<file path="src/flash_status_pkg.sv">
// constants, field positions and carrier types of the flash status and pause block
package flash_status_pkg;

	// status byte field positions
	localparam int STATUS_BUSY_LO     = 0;
	localparam int STATUS_WEL         = 1;
	localparam int STATUS_ERASE_SUSP  = 2;
	localparam int STATUS_PROG_SUSP   = 3;
	localparam int STATUS_LOCKDOWN    = 4;
	localparam int STATUS_ID_LOCK     = 5;
	localparam int STATUS_RESERVED    = 6;
	localparam int STATUS_BUSY_HI     = 7;

	// configuration byte field positions
	localparam int CONFIG_PIN_FUNC    = 1;
	localparam int CONFIG_NO_PERM     = 3;
	localparam int CONFIG_GUARD_EN    = 7;

	// values after power-up and factory defaults
	localparam logic [7:0] STATUS_RESET    = 8'h00;
	localparam logic [7:0] CONFIG_RESET    = 8'h00;
	localparam logic       PIN_FUNC_RESET  = 1'h0;
	localparam logic       GUARD_FACTORY   = 1'h0;
	localparam logic       ID_LOCK_FACTORY = 1'h0;
	localparam logic       PERM_FACTORY    = 1'h0;

	// synchronised pin vector: index and idle level
	localparam int         PIN_CS          = 2;
	localparam int         PIN_SCLK        = 1;
	localparam int         PIN_PAUSE       = 0;
	localparam logic [2:0] PIN_IDLE        = 3'h5;

	// self-timed nonvolatile write of the guard enable bit
	localparam int CLK_PERIOD_PS      = 5000;
	localparam int NV_WRITE_TIME_NS   = 1000;
	localparam int NV_WRITE_CYCLES    = (NV_WRITE_TIME_NS * 1000 + CLK_PERIOD_PS - 1) / CLK_PERIOD_PS;

	// pins from the host controller, all outside the clock domain
	typedef struct packed {
		logic cs_n;
		logic sclk;
		logic pause_n;
	} link_pins_t;

	// one-cycle command events from the command decoder
	typedef struct packed {
		logic       write_enable;
		logic       write_disable;
		logic       soft_reset;
		logic       program_start;
		logic       erase_start;
		logic       op_done;
		logic       suspend;
		logic       resume;
		logic       protect_write;
		logic       protect_lockdown;
		logic       identity_lockout;
		logic       status_write;
		logic       permanent_lock_set;
		logic [7:0] config_data;
	} flash_events_t;

	typedef enum logic [2:0] {
		P_RUN    = 3'h1,
		P_ARMED  = 3'h2,
		P_PAUSED = 3'h4
	} pause_state_t;

	typedef enum logic [4:0] {
		OP_IDLE       = 5'h01,
		OP_ERASE      = 5'h02,
		OP_PROGRAM    = 5'h04,
		OP_ERASE_SUSP = 5'h08,
		OP_PROG_SUSP  = 5'h10
	} op_state_t;

endpackage

</file>
<file path="src/nv_flag_store.sv">
// nonvolatile flag cells with self-timed write busy
`timescale 1ns/10ps
`default_nettype none
module nv_flag_store
	import flash_status_pkg::*;
#(
	parameter int WRITE_CYCLES = NV_WRITE_CYCLES
) (
	input  wire logic clk,
	input  wire logic sys_rst,
	input  wire logic factory_init,
	input  wire logic guard_wr,
	input  wire logic guard_data,
	input  wire logic id_lock_set,
	input  wire logic perm_lock_set,
	output logic      guard_q,
	output logic      id_lock_q,
	output logic      perm_lock_q,
	output logic      write_busy
);
	logic [15:0] count;
	logic [15:0] next_count;
	logic        next_guard;
	logic        next_id;
	logic        next_perm;

	// cells keep their value across sys_rst; only factory_init sets defaults
	always_comb begin
		next_guard = guard_q;
		next_id    = id_lock_q;
		next_perm  = perm_lock_q;
		next_count = count;
		if (factory_init) begin
			next_guard = GUARD_FACTORY;
			next_id    = ID_LOCK_FACTORY;
			next_perm  = PERM_FACTORY;
			next_count = 16'h0000;
		end else begin
			if (count != 16'h0000)
				next_count = count - 16'h0001;
			if (guard_wr && count == 16'h0000) begin
				next_guard = guard_data;
				next_count = 16'(WRITE_CYCLES);
			end
			if (id_lock_set)
				next_id = 1'b1;
			if (perm_lock_set)
				next_perm = 1'b1;
		end
		if (sys_rst)
			next_count = 16'h0000;
	end

	always_ff @(posedge clk) begin
		guard_q     <= next_guard;
		id_lock_q   <= next_id;
		perm_lock_q <= next_perm;
		count       <= next_count;
		write_busy  <= next_count != 16'h0000;
	end
endmodule
`default_nettype wire

</file>
<file path="src/serial_flash_status_hold.sv">
// status flags, configuration bits and pause logic of a serial flash
`timescale 1ns/10ps
`default_nettype none
module serial_flash_status_hold
	import flash_status_pkg::*;
#(
	parameter int NV_CYCLES = NV_WRITE_CYCLES
) (
	input  wire logic                            clk,
	input  wire logic                            sys_rst,
	input  wire logic                            factory_init,
	input  wire flash_status_pkg::link_pins_t    pins,
	input  wire logic                            so_data,
	input  wire logic                            so_drive,
	input  wire logic                            quad_command_mode,
	input  wire flash_status_pkg::flash_events_t events,
	output logic                                 so_out,
	output logic                                 so_oe,
	output logic                                 sclk_rise,
	output logic                                 sclk_fall,
	output logic                                 serial_if_reset,
	output logic                                 paused,
	output logic                                 write_cmd_allowed,
	output logic [7:0]                           device_state_flags,
	output logic [7:0]                           io_and_protect_settings
);
	import flash_status_pkg::*;

	logic [2:0]   pin_meta;
	logic [2:0]   pin_sync;
	logic [2:0]   pin_prev;
	pause_state_t pause_state;
	pause_state_t next_pause_state;
	op_state_t    op_state;
	op_state_t    next_op_state;
	logic         write_enable_latch_flag;
	logic         next_wel;
	logic         protect_lockdown_flag;
	logic         next_lockdown;
	logic         pin_function_select;
	logic         next_pin_func;
	logic         next_so_out;
	logic         next_so_oe;
	logic         next_sclk_rise;
	logic         next_sclk_fall;
	logic         next_if_reset;
	logic [7:0]   next_flags;
	logic [7:0]   next_settings;
	logic         guard_pin_enable;
	logic         id_locked;
	logic         perm_locked;
	logic         nv_busy;
	logic         selected;
	logic         sclk_low;
	logic         pause_low;
	logic         pause_fall;
	logic         pause_allowed;
	logic         sclk_up;
	logic         sclk_down;
	logic         wel_clear;
	logic         op_busy;

	// two-flop synchronisers plus an edge history flop on the second stage
	always_ff @(posedge clk) begin
		if (sys_rst) begin
			pin_meta <= PIN_IDLE;
			pin_sync <= PIN_IDLE;
			pin_prev <= PIN_IDLE;
		end else begin
			pin_meta <= pins;
			pin_sync <= pin_meta;
			pin_prev <= pin_sync;
		end
	end

	// decoded pin levels and edges
	always_comb begin
		selected      = !pin_sync[PIN_CS];
		sclk_low      = !pin_sync[PIN_SCLK];
		pause_low     = !pin_sync[PIN_PAUSE];
		pause_fall    = pin_prev[PIN_PAUSE] && !pin_sync[PIN_PAUSE];
		sclk_up       = !pin_prev[PIN_SCLK] && pin_sync[PIN_SCLK];
		sclk_down     = pin_prev[PIN_SCLK] && !pin_sync[PIN_SCLK];
		pause_allowed = !quad_command_mode && !pin_function_select;
	end

	// pause state machine and gated serial signals
	always_comb begin
		next_pause_state = pause_state;
		next_if_reset    = 1'b0;
		unique case (pause_state)
			P_RUN: begin
				if (selected && pause_allowed && pause_fall)
					next_pause_state = sclk_low ? P_PAUSED : P_ARMED;
			end
			P_ARMED: begin
				if (!selected || !pause_allowed || !pause_low)
					next_pause_state = P_RUN;
				else if (sclk_low)
					next_pause_state = P_PAUSED;
			end
			P_PAUSED: begin
				if (!selected) begin
					next_pause_state = P_RUN;
					next_if_reset    = 1'b1;
				end else if (!pause_allowed) begin
					next_pause_state = P_RUN;
				end else if (!pause_low && sclk_low) begin
					next_pause_state = P_RUN;
				end
			end
		endcase
		next_so_out    = so_data;
		next_so_oe     = selected && so_drive && next_pause_state != P_PAUSED;
		next_sclk_rise = selected && sclk_up && next_pause_state != P_PAUSED;
		next_sclk_fall = selected && sclk_down && next_pause_state != P_PAUSED;
	end

	always_ff @(posedge clk) begin
		if (sys_rst) begin
			pause_state     <= P_RUN;
			so_out          <= 1'b0;
			so_oe           <= 1'b0;
			sclk_rise       <= 1'b0;
			sclk_fall       <= 1'b0;
			serial_if_reset <= 1'b0;
			paused          <= 1'b0;
		end else begin
			pause_state     <= next_pause_state;
			so_out          <= next_so_out;
			so_oe           <= next_so_oe;
			sclk_rise       <= next_sclk_rise;
			sclk_fall       <= next_sclk_fall;
			serial_if_reset <= next_if_reset;
			paused          <= next_pause_state == P_PAUSED;
		end
	end

	// internal operation tracking, write enable latch and volatile flags
	always_comb begin
		next_op_state = op_state;
		next_lockdown = protect_lockdown_flag;
		next_pin_func = pin_function_select;
		unique case (op_state)
			OP_IDLE: begin
				if (events.erase_start && write_enable_latch_flag)
					next_op_state = OP_ERASE;
				else if (events.program_start && write_enable_latch_flag)
					next_op_state = OP_PROGRAM;
			end
			OP_ERASE: begin
				if (events.op_done)
					next_op_state = OP_IDLE;
				else if (events.suspend)
					next_op_state = OP_ERASE_SUSP;
			end
			OP_PROGRAM: begin
				if (events.op_done)
					next_op_state = OP_IDLE;
				else if (events.suspend)
					next_op_state = OP_PROG_SUSP;
			end
			OP_ERASE_SUSP: begin
				if (events.resume)
					next_op_state = OP_ERASE;
			end
			OP_PROG_SUSP: begin
				if (events.resume)
					next_op_state = OP_PROGRAM;
			end
		endcase
		if (events.soft_reset)
			next_op_state = OP_IDLE;
		op_busy   = op_state == OP_ERASE || op_state == OP_PROGRAM;
		wel_clear = events.write_disable || events.soft_reset || events.suspend
			|| (op_busy && events.op_done) || events.protect_write
			|| events.protect_lockdown || events.identity_lockout
			|| events.status_write;
		next_wel = write_enable_latch_flag;
		if (events.write_enable && !events.soft_reset)
			next_wel = 1'b1;
		else if (wel_clear)
			next_wel = 1'b0;
		if (events.protect_lockdown && write_enable_latch_flag)
			next_lockdown = 1'b1;
		if (events.status_write)
			next_pin_func = events.config_data[CONFIG_PIN_FUNC];
	end

	always_ff @(posedge clk) begin
		if (sys_rst) begin
			op_state                <= OP_IDLE;
			write_enable_latch_flag <= 1'b0;
			protect_lockdown_flag   <= 1'b0;
			pin_function_select     <= PIN_FUNC_RESET;
			write_cmd_allowed       <= 1'b0;
		end else begin
			op_state                <= next_op_state;
			write_enable_latch_flag <= next_wel;
			protect_lockdown_flag   <= next_lockdown;
			pin_function_select     <= next_pin_func;
			write_cmd_allowed       <= next_wel;
		end
	end

	// nonvolatile cells; the guard write runs self-timed and shows as busy
	nv_flag_store #(
		.WRITE_CYCLES (NV_CYCLES)
	) u_nv (
		.clk           (clk),
		.sys_rst       (sys_rst),
		.factory_init  (factory_init),
		.guard_wr      (events.status_write),
		.guard_data    (events.config_data[CONFIG_GUARD_EN]),
		.id_lock_set   (events.identity_lockout && write_enable_latch_flag),
		.perm_lock_set (events.permanent_lock_set && write_enable_latch_flag && !protect_lockdown_flag),
		.guard_q       (guard_pin_enable),
		.id_lock_q     (id_locked),
		.perm_lock_q   (perm_locked),
		.write_busy    (nv_busy)
	);

	// read-only views; nothing the host writes lands here directly
	always_comb begin
		next_flags                    = STATUS_RESET;
		// busy follows the state being entered, so suspend and resume show at once
		next_flags[STATUS_BUSY_LO]    = nv_busy
			|| next_op_state inside {OP_ERASE, OP_PROGRAM};
		next_flags[STATUS_BUSY_HI]    = next_flags[STATUS_BUSY_LO];
		next_flags[STATUS_WEL]        = next_wel;
		next_flags[STATUS_ERASE_SUSP] = next_op_state == OP_ERASE_SUSP;
		next_flags[STATUS_PROG_SUSP]  = next_op_state == OP_PROG_SUSP;
		next_flags[STATUS_LOCKDOWN]   = next_lockdown;
		next_flags[STATUS_ID_LOCK]    = id_locked;
		next_flags[STATUS_RESERVED]   = 1'b0;
		next_settings                  = CONFIG_RESET;
		next_settings[CONFIG_PIN_FUNC] = next_pin_func;
		next_settings[CONFIG_NO_PERM]  = !perm_locked;
		next_settings[CONFIG_GUARD_EN] = guard_pin_enable;
	end

	always_ff @(posedge clk) begin
		if (sys_rst) begin
			device_state_flags      <= STATUS_RESET;
			io_and_protect_settings <= CONFIG_RESET;
		end else begin
			device_state_flags      <= next_flags;
			io_and_protect_settings <= next_settings;
		end
	end
endmodule
`default_nettype wire

</file>
<file path="config.mk">
export PLATFORM = sky130hd
export DESIGN_NAME = serial_flash_status_hold
export DESIGN_NICKNAME = d
export VERILOG_FILES = /design/src/flash_status_pkg.sv /design/src/nv_flag_store.sv /design/src/serial_flash_status_hold.sv
export SDC_FILE = /design/constraint.sdc
export NUM_CORES = 1
export LEC_CHECK = 0
export BUFFER_PORTS_ARGS = -buffer_cell sky130_fd_sc_hd__buf_2
export CAP_MARGIN = 10
export CORE_MARGIN = 2
export CORE_UTILIZATION = 40
export CTS_CLUSTER_SIZE = 28
export DETAILED_ROUTE_END_ITERATION = 8
export PLACE_DENSITY = 0.66
export SYNTH_ARGS = -nofsm -noshare
export SYNTH_HDL_FRONTEND = slang
export SYNTH_SLANG_ARGS = --single-unit
</file>
<file path="constraint.sdc">
create_clock -name clk -period 3.3 [get_ports clk]
set_input_delay 0.33 -clock clk [delete_from_list [all_inputs] [get_ports clk]]
set_output_delay 0.33 -clock clk [all_outputs]
set_load 0.01 [all_outputs]
</file>
==> Word-level counts from Yosys, hierarchy flattened <==
Index checks and enable logic that the tools add are counted.
{ "classes": {"n_reduce_logical": 48, "n_eq_ne": 14, "bitwise": 1, "muxes": 27, "addsub": 1} }
{ "op_table": {"columns": ["operator", "n"], "rows": [
  ["2-to-1 mux 16 bit", 4],
  ["2-to-1 mux 5 bit", 9],
  ["nonzero test 16 bit", 2],
  ["case mux 5 bit (5 select lines)", 1],
  ["logical AND 1 bit", 22],
  ["2-to-1 mux 3 bit", 7],
  ["zero test 16 bit", 1],
  ["subtractor 16 x 1 -> 16 bit (second input constant)", 1],
  ["logical OR 1 bit", 11],
  ["equality test 5 x 2 -> 1 bit (second input constant)", 2],
  ["equality test 5 x 3 -> 1 bit (second input constant)", 2],
  ["equality test 5 x 4 -> 1 bit (second input constant)", 2],
  ["equality test 5 bit (second input constant)", 2],
  ["zero test 1 bit", 10],
  ["case mux 3 bit (3 select lines)", 1],
  ["equality test 3 bit (second input constant)", 2],
  ["equality test 5 x 1 -> 1 bit (second input constant)", 1],
  ["2-to-1 mux 1 bit", 5],
  ["equality test 3 x 1 -> 1 bit (second input constant)", 1],
  ["equality test 3 x 2 -> 1 bit (second input constant)", 1],
  ["!= test 3 bit (second input constant)", 1],
  ["nonzero test 2 bit", 1],
  ["OR reduction 2 bit", 1],
  ["inverter 1 bit", 1]
]} }
{ "totals": {"output_inout_bits": 23, "wordCells": 114, "register_bits": 61} }

==> Logic depth before layout (Yosys ltp) <==
Gate-level depths: netlist of run 1.
{ "logic_depth": {"word_depth": 10, "ltp_mapped": 10, "depth_no_buf": 9} }

==> Cells and area by module <==
Synthesis of run 1 repeated with hierarchy kept, for this count alone.
{ "hier_totals": {"hier_cells": 284, "area_unflattened_um2": 2524.9} }
{ "by_module_without_submodules": {"columns": ["module", "cells_per_inst", "area_each_um2", "seq_area_each_um2", "n_inst"], "rows": [
  ["serial_flash_status_hold", 157, 1432.6, 620.6, 1],
  ["nv_flag_store", 127, 1092.3, 400.4, 1]
]} }

==> Least setup slack after synthesis of run 1 <==
Ideal clock, no wire load.
{ "synth_path": {"path_kind": "register -> register", "from": "register u_nv.count[3]", "to": "register u_nv.write_busy", "setup_time_ns": 0.134, "slack_ns": 0.760, "stages_incl_launch_ff": 8, "period_less_slack_ns": 2.540, "n_path_buf": 0, "arrival_time_ns": 2.406, "path_cell_list": "dfxtp_1 > or3_4 > or4_4 > nor3_1 > xor2_1 > a2111oi_0 > a21oi_1 > or4_1"} }
{ "synth_via": {"elab_chain_cells": 6} }
{ "synth_rtl": {"columns": ["element", "line_no", "source"], "rows": [
  ["start: declaration", "nv_flag_store.sv:21", "logic [15:0] count;"],
  ["start signal: assignment", "nv_flag_store.sv:58", "count <= next_count;"],
  ["subtractor 16 x 1 -> 16 bit (tied with other cells)", "nv_flag_store.sv:40", "next_count = count - 16'h0001;"],
  ["2-to-1 mux 16 bit / logical AND 1 bit (equally long branches)", "nv_flag_store.sv:39, nv_flag_store.sv:41", null],
  ["2-to-1 mux 16 bit (*)", "nv_flag_store.sv:41", "if (guard_wr && count == 16'h0000) begin"],
  ["2-to-1 mux 16 bit (*)", "nv_flag_store.sv:33", "if (factory_init) begin"],
  ["2-to-1 mux 16 bit (*)", "nv_flag_store.sv:50", "if (sys_rst)"],
  ["nonzero test 16 bit (*)", "nv_flag_store.sv:59", "write_busy <= next_count != 16'h0000;"],
  ["end signal: assignment", "nv_flag_store.sv:59", null],
  ["end: declaration", "nv_flag_store.sv:19", "output logic write_busy"]
]} }
Every way passes the cells marked *; elsewhere a longest branch is shown, timed or not.
A chain may end at the register's enable or synchronous reset.

==> Worst setup path after layout of run 1 <==
{ "layout_path": {"from": "register u_nv.count[0]", "to": "register u_nv.write_busy"} }
Same word-level chain as after synthesis.

==> run_summary.xml, run 1 <==
<?xml version="1.0" encoding="UTF-8"?>
<metrics>
  <group name="run_status">
    <metric name="status" unit="">completed</metric>
  </group>
  <group name="worst_setup_path">
    <metric name="crit_path_cell_trace" unit="">inv_1 -&gt; ha_1 -&gt; nor4b_1 -&gt; nand4_2 -&gt; nand2b_4 -&gt; nor3_1 -&gt; a2111oi_0 -&gt; a21oi_1 -&gt; or4_1</metric>
    <metric name="worst_path_dominant_cell_family" unit="">simple AND/OR/NAND/NOR gates</metric>
    <metric name="worstPathMaxFanout" unit="">13</metric>
    <metric name="r2r_end" unit="">u_nv.write_busy$_DFF_P_</metric>
    <metric name="startpoint_of_the_most_critical_register_to_register_path" unit="">u_nv.count[0]$_DFF_P_</metric>
    <metric name="reg2reg_setup_slack" unit="ns">0.47</metric>
    <metric name="category_of_the_critical_setup_timing_path" unit="">flop to flop</metric>
    <metric name="crit_path_largest_cell_delay" unit="ns">0.54</metric>
    <metric name="timing.critical_path.arrival" unit="ns">3.00</metric>
    <metric name="cpMaxStageDelayCell" unit="">or4_1</metric>
    <metric name="crit_buf_inv" unit="">1</metric>
    <metric name="worstPathRequired" unit="ns">3.47</metric>
    <metric name="timing.reg2reg.worst_path_depth" unit="">9</metric>
    <metric name="startpoint_type" unit="">flop</metric>
    <metric name="crit_path_end_kind" unit="">flop</metric>
  </group>
  <group name="sta">
    <metric name="finalSetupViolCount" unit="">0</metric>
    <metric name="fmaxAchievable" unit="MHz">353.9</metric>
    <metric name="skew" unit="ns">0.007849</metric>
    <metric name="finalMaxSlewViolations" unit="">0</metric>
    <metric name="setup_tns" unit="ns">0</metric>
    <metric name="max_slew.worst_pin.slew" unit="ns">0.7088</metric>
    <metric name="finalHoldWorstSlack" unit="ns">0.2066</metric>
    <metric name="grt_setup_unrepaired" unit="">no</metric>
    <metric name="fin_crit" unit="ns">2.825</metric>
    <metric name="worst_slew_margin_rel" unit="%">52.31</metric>
    <metric name="report.final.hold_viol_count" unit="">0</metric>
    <metric name="layout_worst_path_cycle_share" unit="%">85.62</metric>
  </group>
  <group name="synthesis">
    <metric name="synth_enable_flop_cells" unit="">0</metric>
    <metric name="synth.ff_latch_count" unit="">51</metric>
    <metric name="yosysSeqAreaShare" unit="%">42.21</metric>
    <metric name="ys.flop_type" unit="">dfxtp_1</metric>
    <metric name="post_synthesis_cell_area" unit="sq mm">0.002419</metric>
    <metric name="postSynth.asyncResetShare" unit="%">0</metric>
    <metric name="synth.lib_cells_used.distinct" unit="">53</metric>
    <metric name="post_synthesis_mean_instance_area" unit="sq um">8.486</metric>
    <metric name="syn-instance-count" unit="">285</metric>
    <metric name="yosys_warnings" unit="">0</metric>
  </group>
  <group name="clock_network">
    <metric name="clock_latency" unit="ns">0.30</metric>
    <metric name="cts_num_sinks" unit="">51</metric>
    <metric name="root_buf_cell" unit="">clkbuf_8</metric>
    <metric name="post_cts_hold_buffer_count" unit="">0</metric>
    <metric name="cts.clk_slew.worst_paths" unit="ns">0.09</metric>
    <metric name="tritoncts" unit="">done</metric>
    <metric name="cts_resized" unit="">0</metric>
    <metric name="post_cts_setup_bufs" unit="">0</metric>
    <metric name="clock_tree.buffer_depth" unit="">2</metric>
    <metric name="tritoncts.num_buffers" unit="">5</metric>
    <metric name="cts.htree.levels" unit="">2</metric>
  </group>
  <group name="global_routing">
    <metric name="grtUsageTotal" unit="%">15.51</metric>
    <metric name="globalRouteOverflowTotal" unit="">0</metric>
    <metric name="largest_net_degree_at_the_start_of_global_routing" unit="">27</metric>
    <metric name="grt_first_pass_wirelength" unit="mm">8.114</metric>
    <metric name="grt_pass1_vias" unit="">1771</metric>
    <metric name="number_of_antenna_violations_at_the_first_check_in_global_routing" unit="">0</metric>
  </group>
  <group name="route">
    <metric name="via_count" unit="">2023</metric>
    <metric name="drtAntennaViolNets" unit="">0</metric>
    <metric name="finalWirelength" unit="mm">4.862</metric>
    <metric name="average_via_count_per_standard_cell" unit="">5.161</metric>
    <metric name="drt_pass1_iterations" unit="">6</metric>
    <metric name="route.detailed.drc" unit="">0</metric>
    <metric name="post_drt_wl_per_cell" unit="um">12.40</metric>
    <metric name="initialDrtViolationCount" unit="">78</metric>
  </group>
  <group name="power">
    <metric name="clkPwrFrac" unit="%">16.6</metric>
    <metric name="power.sequential.fraction" unit="%">32.9</metric>
    <metric name="p_int" unit="mW">1.545</metric>
    <metric name="combPwrFrac" unit="%">50.5</metric>
    <metric name="p_sw" unit="mW">1.065</metric>
    <metric name="pwr_density_cell" unit="mW/mm^2">958.1</metric>
    <metric name="max-vdd-ir-drop" unit="V">0.0004544</metric>
    <metric name="swShare" unit="%">40.79</metric>
    <metric name="finalPower" unit="mW">2.610</metric>
    <metric name="leakage_power" unit="nW">1.124</metric>
  </group>
  <group name="finish">
    <metric name="num_antenna_cells" unit="">0</metric>
    <metric name="flow.area_growth_from_synthesis" unit="%">12.62</metric>
    <metric name="drive_above_1_share" unit="%">21.14</metric>
    <metric name="final_core_util" unit="%">46.28</metric>
    <metric name="final-instance-count-excl-fill" unit="">392</metric>
    <metric name="number_of_nets_at_the_end_of_the_flow" unit="">348</metric>
  </group>
  <group name="placed_design">
    <metric name="gp_routability_congestion" unit="">0.7895</metric>
    <metric name="place.port_buffers" unit="">40</metric>
    <metric name="dp.final_hpwl" unit="mm">3.654</metric>
    <metric name="numPlacedInstances" unit="">384</metric>
  </group>
  <group name="die">
    <metric name="die_w" unit="um">81.76</metric>
    <metric name="dieHeight" unit="um">81.76</metric>
    <metric name="ioPinCount" unit="">53</metric>
    <metric name="dieArea" unit="sq mm">0.006685</metric>
    <metric name="placementRows" unit="">28</metric>
    <metric name="placeableCoreArea" unit="sq mm">0.005886</metric>
    <metric name="initial_core_util" unit="%">41.09</metric>
  </group>
  <group name="run">
    <metric name="maxCapViolations" unit="">0</metric>
  </group>
  <group name="worst_hold_path">
    <metric name="hold_path.class" unit="">input port to flop</metric>
    <metric name="number_of_cells_on_the_worst_hold_path" unit="">2</metric>
    <metric name="hold_path_end" unit="">pin_meta[0]$_SDFF_PP1_</metric>
    <metric name="timing.hold.worst.start" unit="">pins[0]</metric>
  </group>
</metrics>
layout make-up:
class	instances	area, sq um
tap	75	93.84
sequential	51	1021
clock inverter	3	46.29
fill	600	3162
inverter	13	48.80
timing repair buffer	41	207.7
multi-input combinational	204	1237
clock buffer	5	68.82
cells by family after synthesis:
group	share of synthesized area (%)
and+or+nand+nor	29.28
AOI/OAI and AO/OA	15.11
DFF	42.21
buffers and inverters	7.398
xor gates and xnor gates	3.983
adders and majority gates	1.034
muxes	0.8278
other	0.1551
how the worst max path moves through the flow:
stage	startpoint	endpoint	slack (ns)	cells after the start
floorplan	u_nv.count[3]$_DFF_P_	u_nv.write_busy$_DFF_P_	0.76	7
global placement	u_nv.count[0]$_DFF_P_	u_nv.write_busy$_DFF_P_	0.55	9
detailed placement	u_nv.count[0]$_DFF_P_	u_nv.write_busy$_DFF_P_	0.47	9
CTS	u_nv.count[0]$_DFF_P_	u_nv.write_busy$_DFF_P_	0.44	9
global route	u_nv.count[0]$_DFF_P_	u_nv.write_busy$_DFF_P_	0.23	9
finish	u_nv.count[0]$_DFF_P_	u_nv.write_busy$_DFF_P_	0.47	9
metal layers:
metal | up-vias | track usage (%) | share of wire, %
li1 | 1045 | - | -
met1 | 921 | 20.38 | 48
met2 | 51 | 24.80 | 45
met3 | 6 | 3.736 | 5.3
met4 | 0 | 5.500 | 1.4
met5 | - | 0 | 0
cells in the final DEF, fill, tap and decap left out, drive strengths merged, types with 7 or more instances in the layout:
cell type / Yosys / final
nor4: 9 / 9
or2: 9 / 9
inv: 13 / 14
o21ai: 9 / 9
a21oi: 13 / 13
nand3: 7 / 7
nor2b: 10 / 10
buf: 13 / 41
nor2: 39 / 39
nor3: 12 / 12
nand2b: 8 / 8
dfxtp: 51 / 51
nand2: 14 / 14
sequential cells by signal (all words and copies together) (netlist names):
name / count
io_and_protect_settings: 3
u_nv.count: 16
serial_if_reset: 1
op_state: 5
u_nv.perm_lock_q: 1
paused: 1
sclk_fall: 1
pin_meta: 3
pin_prev: 2
u_nv.write_busy: 1
device_state_flags: 6
so_out: 1
so_oe: 1
pin_sync: 3
pause_state: 3
u_nv.id_lock_q: 1
u_nv.guard_q: 1
sclk_rise: 1
power groups by stage:
| stage | combinational (mW) | sequential, mW | clock (mW) |
|---|---|---|---|
| after floorplan | 1.13 | 0.837 | 0 |
| after global placement | 1.29 | 0.867 | 0 |
| after detailed placement | 1.32 | 0.871 | 0 |
| after CTS | 1.33 | 0.858 | 0.448 |
| after global routing | 1.48 | 0.878 | 0.474 |
| final | 1.32 | 0.858 | 0.433 |
Yosys cell counts, drive strengths merged (6+ instances only):
library cell / count / area (sq um)
a21oi: 13 / 68.82
buf: 13 / 96.34
clkbuf: 9 / 33.78
dfxtp: 51 / 1021
inv: 13 / 48.80
nand2: 14 / 52.55
nand2b: 8 / 57.55
nand3: 7 / 35.03
nor2: 39 / 153.9
nor2b: 10 / 62.56
nor3: 12 / 60.06
nor4: 9 / 71.32
o21ai: 9 / 45.04
or2: 9 / 56.30
xor2: 6 / 52.55
stage by stage:
stage	setup slack, ns	area (sq um)
after floorplan	0.7597	2437
after global placement	0.5524	2609
after detailed placement	0.4678	2609
after CTS	0.4353	2724
after global routing	0.2262	2724
final	0.4747	2724
Note: power is estimated with default switching activity, not from simulation.
==> run 2: changes to the inputs <==
- clock period: 3.3 -> 3.66 ns (I/O delays scaled with it)
==> run 2 against run 1 <==
Non-clock buffer count shrank 1. Largest power group unchanged. Wire length shrank 4.0%. Highest routed layer unchanged. Maximum frequency grew 0.28%. Sequential share of layout area grew 0.35 points. Combinational power shrank 11%. Total power shrank 13%. Via count shrank 0.84%. Sequential power shrank 10%. Count of clock-buffer cells in the layout is the same. Setup slack gained 0.37 ns. Critical path depth is the same. Hold slack gained 0.035 ns.
==> run_summary.xml, run 2 (same netlist as run 1, synthesis figures left out) <==
<?xml version="1.0" encoding="UTF-8"?>
<metrics>
  <group name="run">
    <metric name="maxCapViolations" unit="">0</metric>
  </group>
  <group name="worst_setup_path">
    <metric name="worstPathRequired" unit="ns">3.83</metric>
    <metric name="crit_path_end_kind" unit="">flop</metric>
    <metric name="timing.critical_path.arrival" unit="ns">2.99</metric>
    <metric name="startpoint_of_the_most_critical_register_to_register_path" unit="">u_nv.count[0]$_DFF_P_</metric>
    <metric name="crit_path_largest_cell_delay" unit="ns">0.54</metric>
    <metric name="cpMaxStageDelayCell" unit="">or4_1</metric>
    <metric name="critical_path.endpoint" unit="">u_nv.write_busy$_DFF_P_</metric>
    <metric name="r2r_end" unit="">u_nv.write_busy$_DFF_P_</metric>
    <metric name="worstSetupStartpoint" unit="">u_nv.count[0]$_DFF_P_</metric>
    <metric name="startpoint_type" unit="">flop</metric>
    <metric name="worst_path_dominant_cell_family" unit="">simple AND/OR/NAND/NOR gates</metric>
    <metric name="reg2reg_setup_slack" unit="ns">0.84</metric>
    <metric name="critical_path_cell_count" unit="">9</metric>
    <metric name="category_of_the_critical_setup_timing_path" unit="">flop to flop</metric>
    <metric name="crit_buf_inv" unit="">1</metric>
    <metric name="worstPathMaxFanout" unit="">13</metric>
    <metric name="timing.reg2reg.worst_path_depth" unit="">9</metric>
    <metric name="crit_path_cell_trace" unit="">inv_1 -&gt; ha_1 -&gt; nor4b_1 -&gt; nand4_2 -&gt; nand2b_4 -&gt; nor3_1 -&gt; a2111oi_0 -&gt; a21oi_1 -&gt; or4_1</metric>
  </group>
  <group name="run_status">
    <metric name="status" unit="">completed</metric>
  </group>
  <group name="global_routing">
    <metric name="number_of_antenna_violations_at_the_first_check_in_global_routing" unit="">0</metric>
    <metric name="grt_use_met2" unit="%">22.20</metric>
    <metric name="global_route_met1_utilization" unit="%">19.46</metric>
    <metric name="busiest_layer" unit="">met2</metric>
    <metric name="globalRouteOverflowTotal" unit="">0</metric>
    <metric name="grt_first_pass_wirelength" unit="mm">7.576</metric>
    <metric name="largest_net_degree_at_the_start_of_global_routing" unit="">28</metric>
    <metric name="grt_pass1_vias" unit="">1710</metric>
    <metric name="globalRouteMet3Util" unit="%">3.407</metric>
    <metric name="grtUsageTotal" unit="%">14.46</metric>
  </group>
  <group name="die">
    <metric name="die_w" unit="um">81.76</metric>
    <metric name="placeableCoreArea" unit="sq mm">0.005886</metric>
    <metric name="dieHeight" unit="um">81.76</metric>
    <metric name="dieArea" unit="sq mm">0.006685</metric>
    <metric name="initial_core_util" unit="%">41.09</metric>
    <metric name="placementRows" unit="">28</metric>
    <metric name="ioPinCount" unit="">53</metric>
  </group>
  <group name="power">
    <metric name="pwr_density_cell" unit="mW/mm^2">846.0</metric>
    <metric name="p_int" unit="mW">1.328</metric>
    <metric name="p_sw" unit="mW">0.9554</metric>
    <metric name="clkPwrFrac" unit="%">14.7</metric>
    <metric name="swShare" unit="%">41.84</metric>
    <metric name="max-vdd-ir-drop" unit="V">0.0003598</metric>
    <metric name="power.sequential.fraction" unit="%">33.8</metric>
    <metric name="finalPower" unit="mW">2.283</metric>
    <metric name="leakage_power" unit="nW">1.114</metric>
    <metric name="combPwrFrac" unit="%">51.5</metric>
  </group>
  <group name="route">
    <metric name="via_count" unit="">2006</metric>
    <metric name="drtAntennaViolNets" unit="">0</metric>
    <metric name="finalWirelength" unit="mm">4.669</metric>
    <metric name="drt_pass1_iterations" unit="">4</metric>
    <metric name="initialDrtViolationCount" unit="">139</metric>
    <metric name="post_drt_wl_per_cell" unit="um">11.94</metric>
    <metric name="average_via_count_per_standard_cell" unit="">5.130</metric>
    <metric name="route.detailed.drc" unit="">0</metric>
  </group>
  <group name="clock_network">
    <metric name="clock_latency" unit="ns">0.30</metric>
    <metric name="clock_tree.buffer_depth" unit="">2</metric>
    <metric name="post_cts_hold_buffer_count" unit="">0</metric>
    <metric name="cts.clk_slew.worst_paths" unit="ns">0.10</metric>
    <metric name="tritoncts.num_buffers" unit="">5</metric>
    <metric name="tritoncts" unit="">done</metric>
    <metric name="cts_resized" unit="">0</metric>
    <metric name="post_cts_setup_bufs" unit="">0</metric>
    <metric name="root_buf_cell" unit="">clkbuf_8</metric>
    <metric name="cts_num_sinks" unit="">51</metric>
    <metric name="cts.htree.levels" unit="">2</metric>
  </group>
  <group name="placed_design">
    <metric name="numPlacedInstances" unit="">383</metric>
    <metric name="post_dp_area" unit="sq mm">0.002601</metric>
    <metric name="place.port_buffers" unit="">40</metric>
    <metric name="pre_cts_slack" unit="ns">0.8523</metric>
    <metric name="gp_routability_congestion" unit="">0.8028</metric>
    <metric name="dp.final_hpwl" unit="mm">3.482</metric>
  </group>
  <group name="finish">
    <metric name="largest_reg_flops" unit="">16</metric>
    <metric name="commonest_non_fill_non_tap_cell_in_the_layout" unit="">dfxtp_1</metric>
    <metric name="final-instance-count-excl-fill" unit="">391</metric>
    <metric name="stdcell_area" unit="sq mm">0.002699</metric>
    <metric name="number_of_nets_at_the_end_of_the_flow" unit="">347</metric>
    <metric name="layout_top_registers" unit="">u_nv.count: 16 flops, device_state_flags: 6 flops, op_state: 5 flops</metric>
    <metric name="fillers" unit="">612</metric>
    <metric name="largest-register" unit="">u_nv.count</metric>
    <metric name="ff_latch_area" unit="sq mm">0.001021</metric>
    <metric name="commonest_cells_after_routing_fill_and_taps_aside" unit="">dfxtp_1, buf_2, nor2_1</metric>
    <metric name="num_antenna_cells" unit="">0</metric>
    <metric name="final_core_util" unit="%">45.85</metric>
    <metric name="flow.area_growth_from_synthesis" unit="%">11.59</metric>
    <metric name="drive_above_1_share" unit="%">20.89</metric>
    <metric name="footprint_of_the_multi_input_gates" unit="sq mm">0.001237</metric>
  </group>
  <group name="sta">
    <metric name="finalSetupViolCount" unit="">0</metric>
    <metric name="grt_setup_unrepaired" unit="">no</metric>
    <metric name="layout_worst_path_cycle_share" unit="%">76.98</metric>
    <metric name="worst_slew_margin_rel" unit="%">51.17</metric>
    <metric name="report.final.hold_viol_count" unit="">0</metric>
    <metric name="finalMaxSlewViolations" unit="">0</metric>
    <metric name="fmaxAchievable" unit="MHz">354.9</metric>
    <metric name="max_slew.worst_pin.slew" unit="ns">0.7258</metric>
    <metric name="setup_tns" unit="ns">0</metric>
    <metric name="fin_ws" unit="ns">0.8426</metric>
    <metric name="fin_crit" unit="ns">2.817</metric>
    <metric name="skew" unit="ns">0.009971</metric>
    <metric name="finalHoldWorstSlack" unit="ns">0.2413</metric>
  </group>
  <group name="worst_hold_path">
    <metric name="hold_path.class" unit="">input port to flop</metric>
  </group>
</metrics>
==> run 2: cell types whose count changed in the layout (fill, tap and decap cells not counted) <==
cell and change:
inv_6 -1, clkinv_4 +2, bufinv_16 -1, clkinvlp_4 -1
inv_8 +1, buf_4 -1
==> run 2: area by class of cell <==
| cell class | count | share of cell area, % |
|---|---|---|
| clock buffer | 5 | 2.550 |
| clock inverter | 3 | 1.066 |
| inverter | 13 | 1.808 |
| multi-input combinational | 204 | 45.85 |
| sequential | 51 | 37.83 |
| tap | 75 | 3.477 |
| timing repair buffer | 40 | 7.418 |
==> run 2: power groups by stage <==
stage / logic (mW) / clock network [mW] / registers (mW)
after CTS: 1.18 / 0.350 / 0.771
after global placement: 1.16 / 0 / 0.782
after global routing: 1.32 / 0.372 / 0.791
after detailed placement: 1.18 / 0 / 0.783
after floorplan: 1.02 / 0 / 0.755
final: 1.18 / 0.336 / 0.771
==> run 2: how the worst min path moves through the flow <==
| stage | slack [ns] | endpoint | depth (start not counted) | startpoint |
|---|---|---|---|---|
| after floorplan | 0.39 | sclk_rise$_SDFF_PP0_ | 1 | pin_prev[1]$_SDFF_PP0_ |
| after global placement | 0.39 | pin_sync[2]$_SDFF_PP1_ | 1 | pin_meta[2]$_SDFF_PP1_ |
| after detailed placement | 0.39 | pin_sync[0]$_SDFF_PP1_ | 1 | pin_meta[0]$_SDFF_PP1_ |
| after CTS | 0.24 | pin_meta[0]$_SDFF_PP1_ | 2 | pins[0] |
| after global routing | 0.23 | pin_meta[0]$_SDFF_PP1_ | 2 | pins[0] |
| final | 0.24 | pin_meta[0]$_SDFF_PP1_ | 2 | pins[0] |
==> run 2: routing by layer <==
layer	vias to the layer above	share of wire [%]
li1	1038	-
met2	55	44
met3	7	6.0
met1	906	48
met5	-	0
met4	0	1.5
==> run 3: changes to the inputs <==
- ABC_AREA: default -> 1
- PLACE_DENSITY: 0.66 -> 0.65
- clock period: 3.66 -> 2.75 ns (I/O delays scaled with it)
==> run 3 against run 2 <==
Setup slack gained 0.18 ns. Combinational power decreased by 6%. Count of clock-buffer cells in the layout did not move. Die area up 5.0%.
==> run_summary.xml, run 3 <==
<?xml version="1.0" encoding="UTF-8"?>
<metrics>
  <group name="run_status">
    <metric name="status" unit="">completed</metric>
  </group>
  <group name="worst_setup_path">
    <metric name="worstPathMaxFanout" unit="">5</metric>
    <metric name="timing.critical_path.arrival" unit="ns">1.92</metric>
    <metric name="startpoint_of_the_most_critical_register_to_register_path" unit="">u_nv.count[0]$_DFF_P_</metric>
    <metric name="startpoint_type" unit="">flop</metric>
    <metric name="category_of_the_critical_setup_timing_path" unit="">flop to flop</metric>
    <metric name="worstSetupStartpoint" unit="">u_nv.count[0]$_DFF_P_</metric>
    <metric name="crit_path_end_kind" unit="">flop</metric>
    <metric name="timing.reg2reg.worst_path_depth" unit="">11</metric>
    <metric name="worstPathRequired" unit="ns">2.95</metric>
  </group>
  <group name="clock_network">
    <metric name="post_cts_hold_buffer_count" unit="">0</metric>
    <metric name="clock_latency" unit="ns">0.31</metric>
    <metric name="tritoncts" unit="">done</metric>
    <metric name="clock_tree.buffer_depth" unit="">2</metric>
    <metric name="root_buf_cell" unit="">clkbuf_8</metric>
    <metric name="cts.htree.levels" unit="">2</metric>
    <metric name="cts_num_sinks" unit="">51</metric>
    <metric name="cts_resized" unit="">0</metric>
    <metric name="cts.clk_slew.worst_paths" unit="ns">0.10</metric>
    <metric name="tritoncts.num_buffers" unit="">5</metric>
    <metric name="post_cts_setup_bufs" unit="">0</metric>
  </group>
  <group name="synthesis">
    <metric name="synth.cells.most_frequent" unit="">nand2_1, nor2_1, inv_1</metric>
    <metric name="synth_top_area_share" unit="%">40.12</metric>
    <metric name="synth_enable_flop_cells" unit="">0</metric>
    <metric name="syn-instance-count" unit="">369</metric>
    <metric name="ys.flop_type" unit="">dfxtp_1</metric>
    <metric name="yosysSeqAreaShare" unit="%">40.12</metric>
    <metric name="synth.ff_latch_count" unit="">51</metric>
    <metric name="post_synthesis_cell_area" unit="sq mm">0.002545</metric>
    <metric name="postSynth.asyncResetShare" unit="%">0</metric>
    <metric name="yosys_warnings" unit="">0</metric>
    <metric name="synth.most_common_cell" unit="">nand2_1</metric>
    <metric name="post_synthesis_mean_instance_area" unit="sq um">6.897</metric>
    <metric name="post-synth-top-area-cell" unit="">dfxtp_1</metric>
    <metric name="netlist_top_cells_area" unit="">dfxtp_1, nand2_1, nor2_1</metric>
    <metric name="synth.lib_cells_used.distinct" unit="">30</metric>
  </group>
  <group name="global_routing">
    <metric name="grt_first_pass_wirelength" unit="mm">8.880</metric>
    <metric name="largest_net_degree_at_the_start_of_global_routing" unit="">26</metric>
    <metric name="grt_pass1_vias" unit="">2041</metric>
    <metric name="globalRouteOverflowTotal" unit="">0</metric>
    <metric name="grtUsageTotal" unit="%">15.34</metric>
    <metric name="number_of_antenna_violations_at_the_first_check_in_global_routing" unit="">0</metric>
  </group>
  <group name="route">
    <metric name="drtAntennaViolNets" unit="">0</metric>
    <metric name="via_count" unit="">2204</metric>
    <metric name="average_via_count_per_standard_cell" unit="">4.544</metric>
    <metric name="post_drt_wl_per_cell" unit="um">10.36</metric>
    <metric name="finalWirelength" unit="mm">5.026</metric>
    <metric name="route.detailed.drc" unit="">0</metric>
    <metric name="initialDrtViolationCount" unit="">45</metric>
    <metric name="drt_pass1_iterations" unit="">4</metric>
  </group>
  <group name="sta">
    <metric name="grt_setup_unrepaired" unit="">no</metric>
    <metric name="layout_worst_path_cycle_share" unit="%">62.73</metric>
    <metric name="fin_crit" unit="ns">1.725</metric>
    <metric name="fin_ws" unit="ns">1.025</metric>
    <metric name="report.final.hold_viol_count" unit="">0</metric>
    <metric name="setup_tns" unit="ns">0</metric>
    <metric name="finalMaxSlewViolations" unit="">0</metric>
    <metric name="finalSetupViolCount" unit="">0</metric>
    <metric name="fmaxAchievable" unit="MHz">579.7</metric>
    <metric name="skew" unit="ns">0.003751</metric>
    <metric name="finalHoldWorstSlack" unit="ns">0.1395</metric>
  </group>
  <group name="die">
    <metric name="dieArea" unit="sq mm">0.007017</metric>
    <metric name="die_w" unit="um">83.77</metric>
    <metric name="dieHeight" unit="um">83.77</metric>
    <metric name="initial_core_util" unit="%">40.78</metric>
    <metric name="ioPinCount" unit="">53</metric>
    <metric name="placeableCoreArea" unit="sq mm">0.006241</metric>
    <metric name="placementRows" unit="">29</metric>
  </group>
  <group name="worst_hold_path">
    <metric name="timing.hold.worst.start" unit="">pins[2]</metric>
    <metric name="hold_path.class" unit="">input port to flop</metric>
    <metric name="number_of_cells_on_the_worst_hold_path" unit="">2</metric>
  </group>
  <group name="placed_design">
    <metric name="place.port_buffers" unit="">40</metric>
    <metric name="numPlacedInstances" unit="">477</metric>
    <metric name="pre_cts_slack" unit="ns">1.048</metric>
    <metric name="gp_routability_congestion" unit="">0.8595</metric>
    <metric name="dp.final_hpwl" unit="mm">3.920</metric>
  </group>
  <group name="finish">
    <metric name="final-instance-count-excl-fill" unit="">485</metric>
    <metric name="largest-register" unit="">u_nv.count</metric>
    <metric name="layout_top_registers" unit="">u_nv.count: 16 flops, device_state_flags: 6 flops, op_state: 5 flops</metric>
    <metric name="num_antenna_cells" unit="">0</metric>
    <metric name="drive_above_1_share" unit="%">21.32</metric>
    <metric name="commonest_non_fill_non_tap_cell_in_the_layout" unit="">nand2_1</metric>
    <metric name="largest_reg_flops" unit="">16</metric>
    <metric name="flow.area_growth_from_synthesis" unit="%">12.34</metric>
    <metric name="commonest_cells_after_routing_fill_and_taps_aside" unit="">nand2_1, nor2_1, inv_1</metric>
    <metric name="number_of_nets_at_the_end_of_the_flow" unit="">439</metric>
  </group>
  <group name="power">
    <metric name="clkPwrFrac" unit="%">18.5</metric>
    <metric name="power.sequential.fraction" unit="%">36.4</metric>
    <metric name="leakage_power" unit="nW">1.528</metric>
    <metric name="p_int" unit="mW">1.425</metric>
    <metric name="pwr_density_cell" unit="mW/mm^2">864.3</metric>
    <metric name="p_sw" unit="mW">1.046</metric>
    <metric name="swShare" unit="%">42.34</metric>
    <metric name="combPwrFrac" unit="%">45.0</metric>
    <metric name="max-vdd-ir-drop" unit="V">0.0005551</metric>
  </group>
  <group name="run">
    <metric name="maxCapViolations" unit="">0</metric>
  </group>
</metrics>
[run 3: changes by cell type after synthesis, sizes merged, moves of 6 or more]
cell,delta
inv,+42
nor3,-7
nand2b,-8
nand3,+18
nand2,+75
nor4,-6
nor2b,-10
nor2,+41
clkbuf,-6
[run 3: final timing paths]
kind | endpoint | slack [ns]
worst max register to register | u_nv.write_busy$_DFF_P_ | 1.03
worst max-delay path | u_nv.write_busy$_DFF_P_ | 1.03
worst min-delay path | pin_meta[2]$_SDFF_PP1_ | 0.14
worst min register to register | pin_sync[2]$_SDFF_PP1_ | 0.42
[run 3: cell families after synthesis]
family	share of synthesized area [%]
and+or+nand+nor	38.30
buffers and inverters	11.95
DFF	40.12
AOI/OAI and AO/OA	5.064
xor gates and xnor gates	3.442
adders and majority gates	0.9831
other	0.1474
[run 3: power groups by stage]
stage	clock, mW	combinational [mW]	sequential (mW)
after global routing	0.502	1.32	0.913
after global placement	0	1.09	0.917
after floorplan	0	0.941	0.907
after CTS	0.475	1.11	0.901
final	0.457	1.11	0.901
after detailed placement	0	1.11	0.916
[run 3: worst max-delay path: stages, from the launching register on]
cell and delay, ns:
dfxtp_1 0.38, inv_1 0.07, ha_1 0.22, nand2_1 0.19, nor2_1 0.10, xor2_1 0.15
nand2_1 0.06, nand2_1 0.05, nand2_1 0.07, nand3_1 0.12, nor2_1 0.13, nand3_1 0.08
[run 3: metrics by stage]
stage	utilization (%)	total power [mW]	cell area, sq um
3_5_place_dp	44.27	2.023	2763
2_1_floorplan	-	1.849	2564
4_1_cts	45.81	2.488	2859
5_1_grt	45.81	2.735	2859
3_3_place_gp	44.27	2.004	2763
6_report	45.81	2.471	2859
[run 3: routing by layer]
| metal | share of wire (%) | routed length (um) | track usage, % | vias up |
|---|---|---|---|---|
| li1 | - | - | - | 1195 |
| met4 | 0.99 | 50 | 3.812 | 0 |
| met5 | 0 | 0 | 0 | - |
| met3 | 5.3 | 266 | 3.858 | 7 |
| met1 | 49 | 2454 | 20.12 | 958 |
| met2 | 45 | 2255 | 25.31 | 44 |
[run 3: cell type report]
| cell class | instances | area [sq um] |
|---|---|---|
| clock inverters | 3 | 27.53 |
| well taps | 77 | 96.34 |
| clock buffers | 5 | 68.82 |
| inverters | 55 | 206.4 |
| flip-flops and latches | 51 | 1021 |
| fillers | 650 | 3382 |
| multi-input cells | 254 | 1239 |
| repair buffers | 40 | 200.2 |
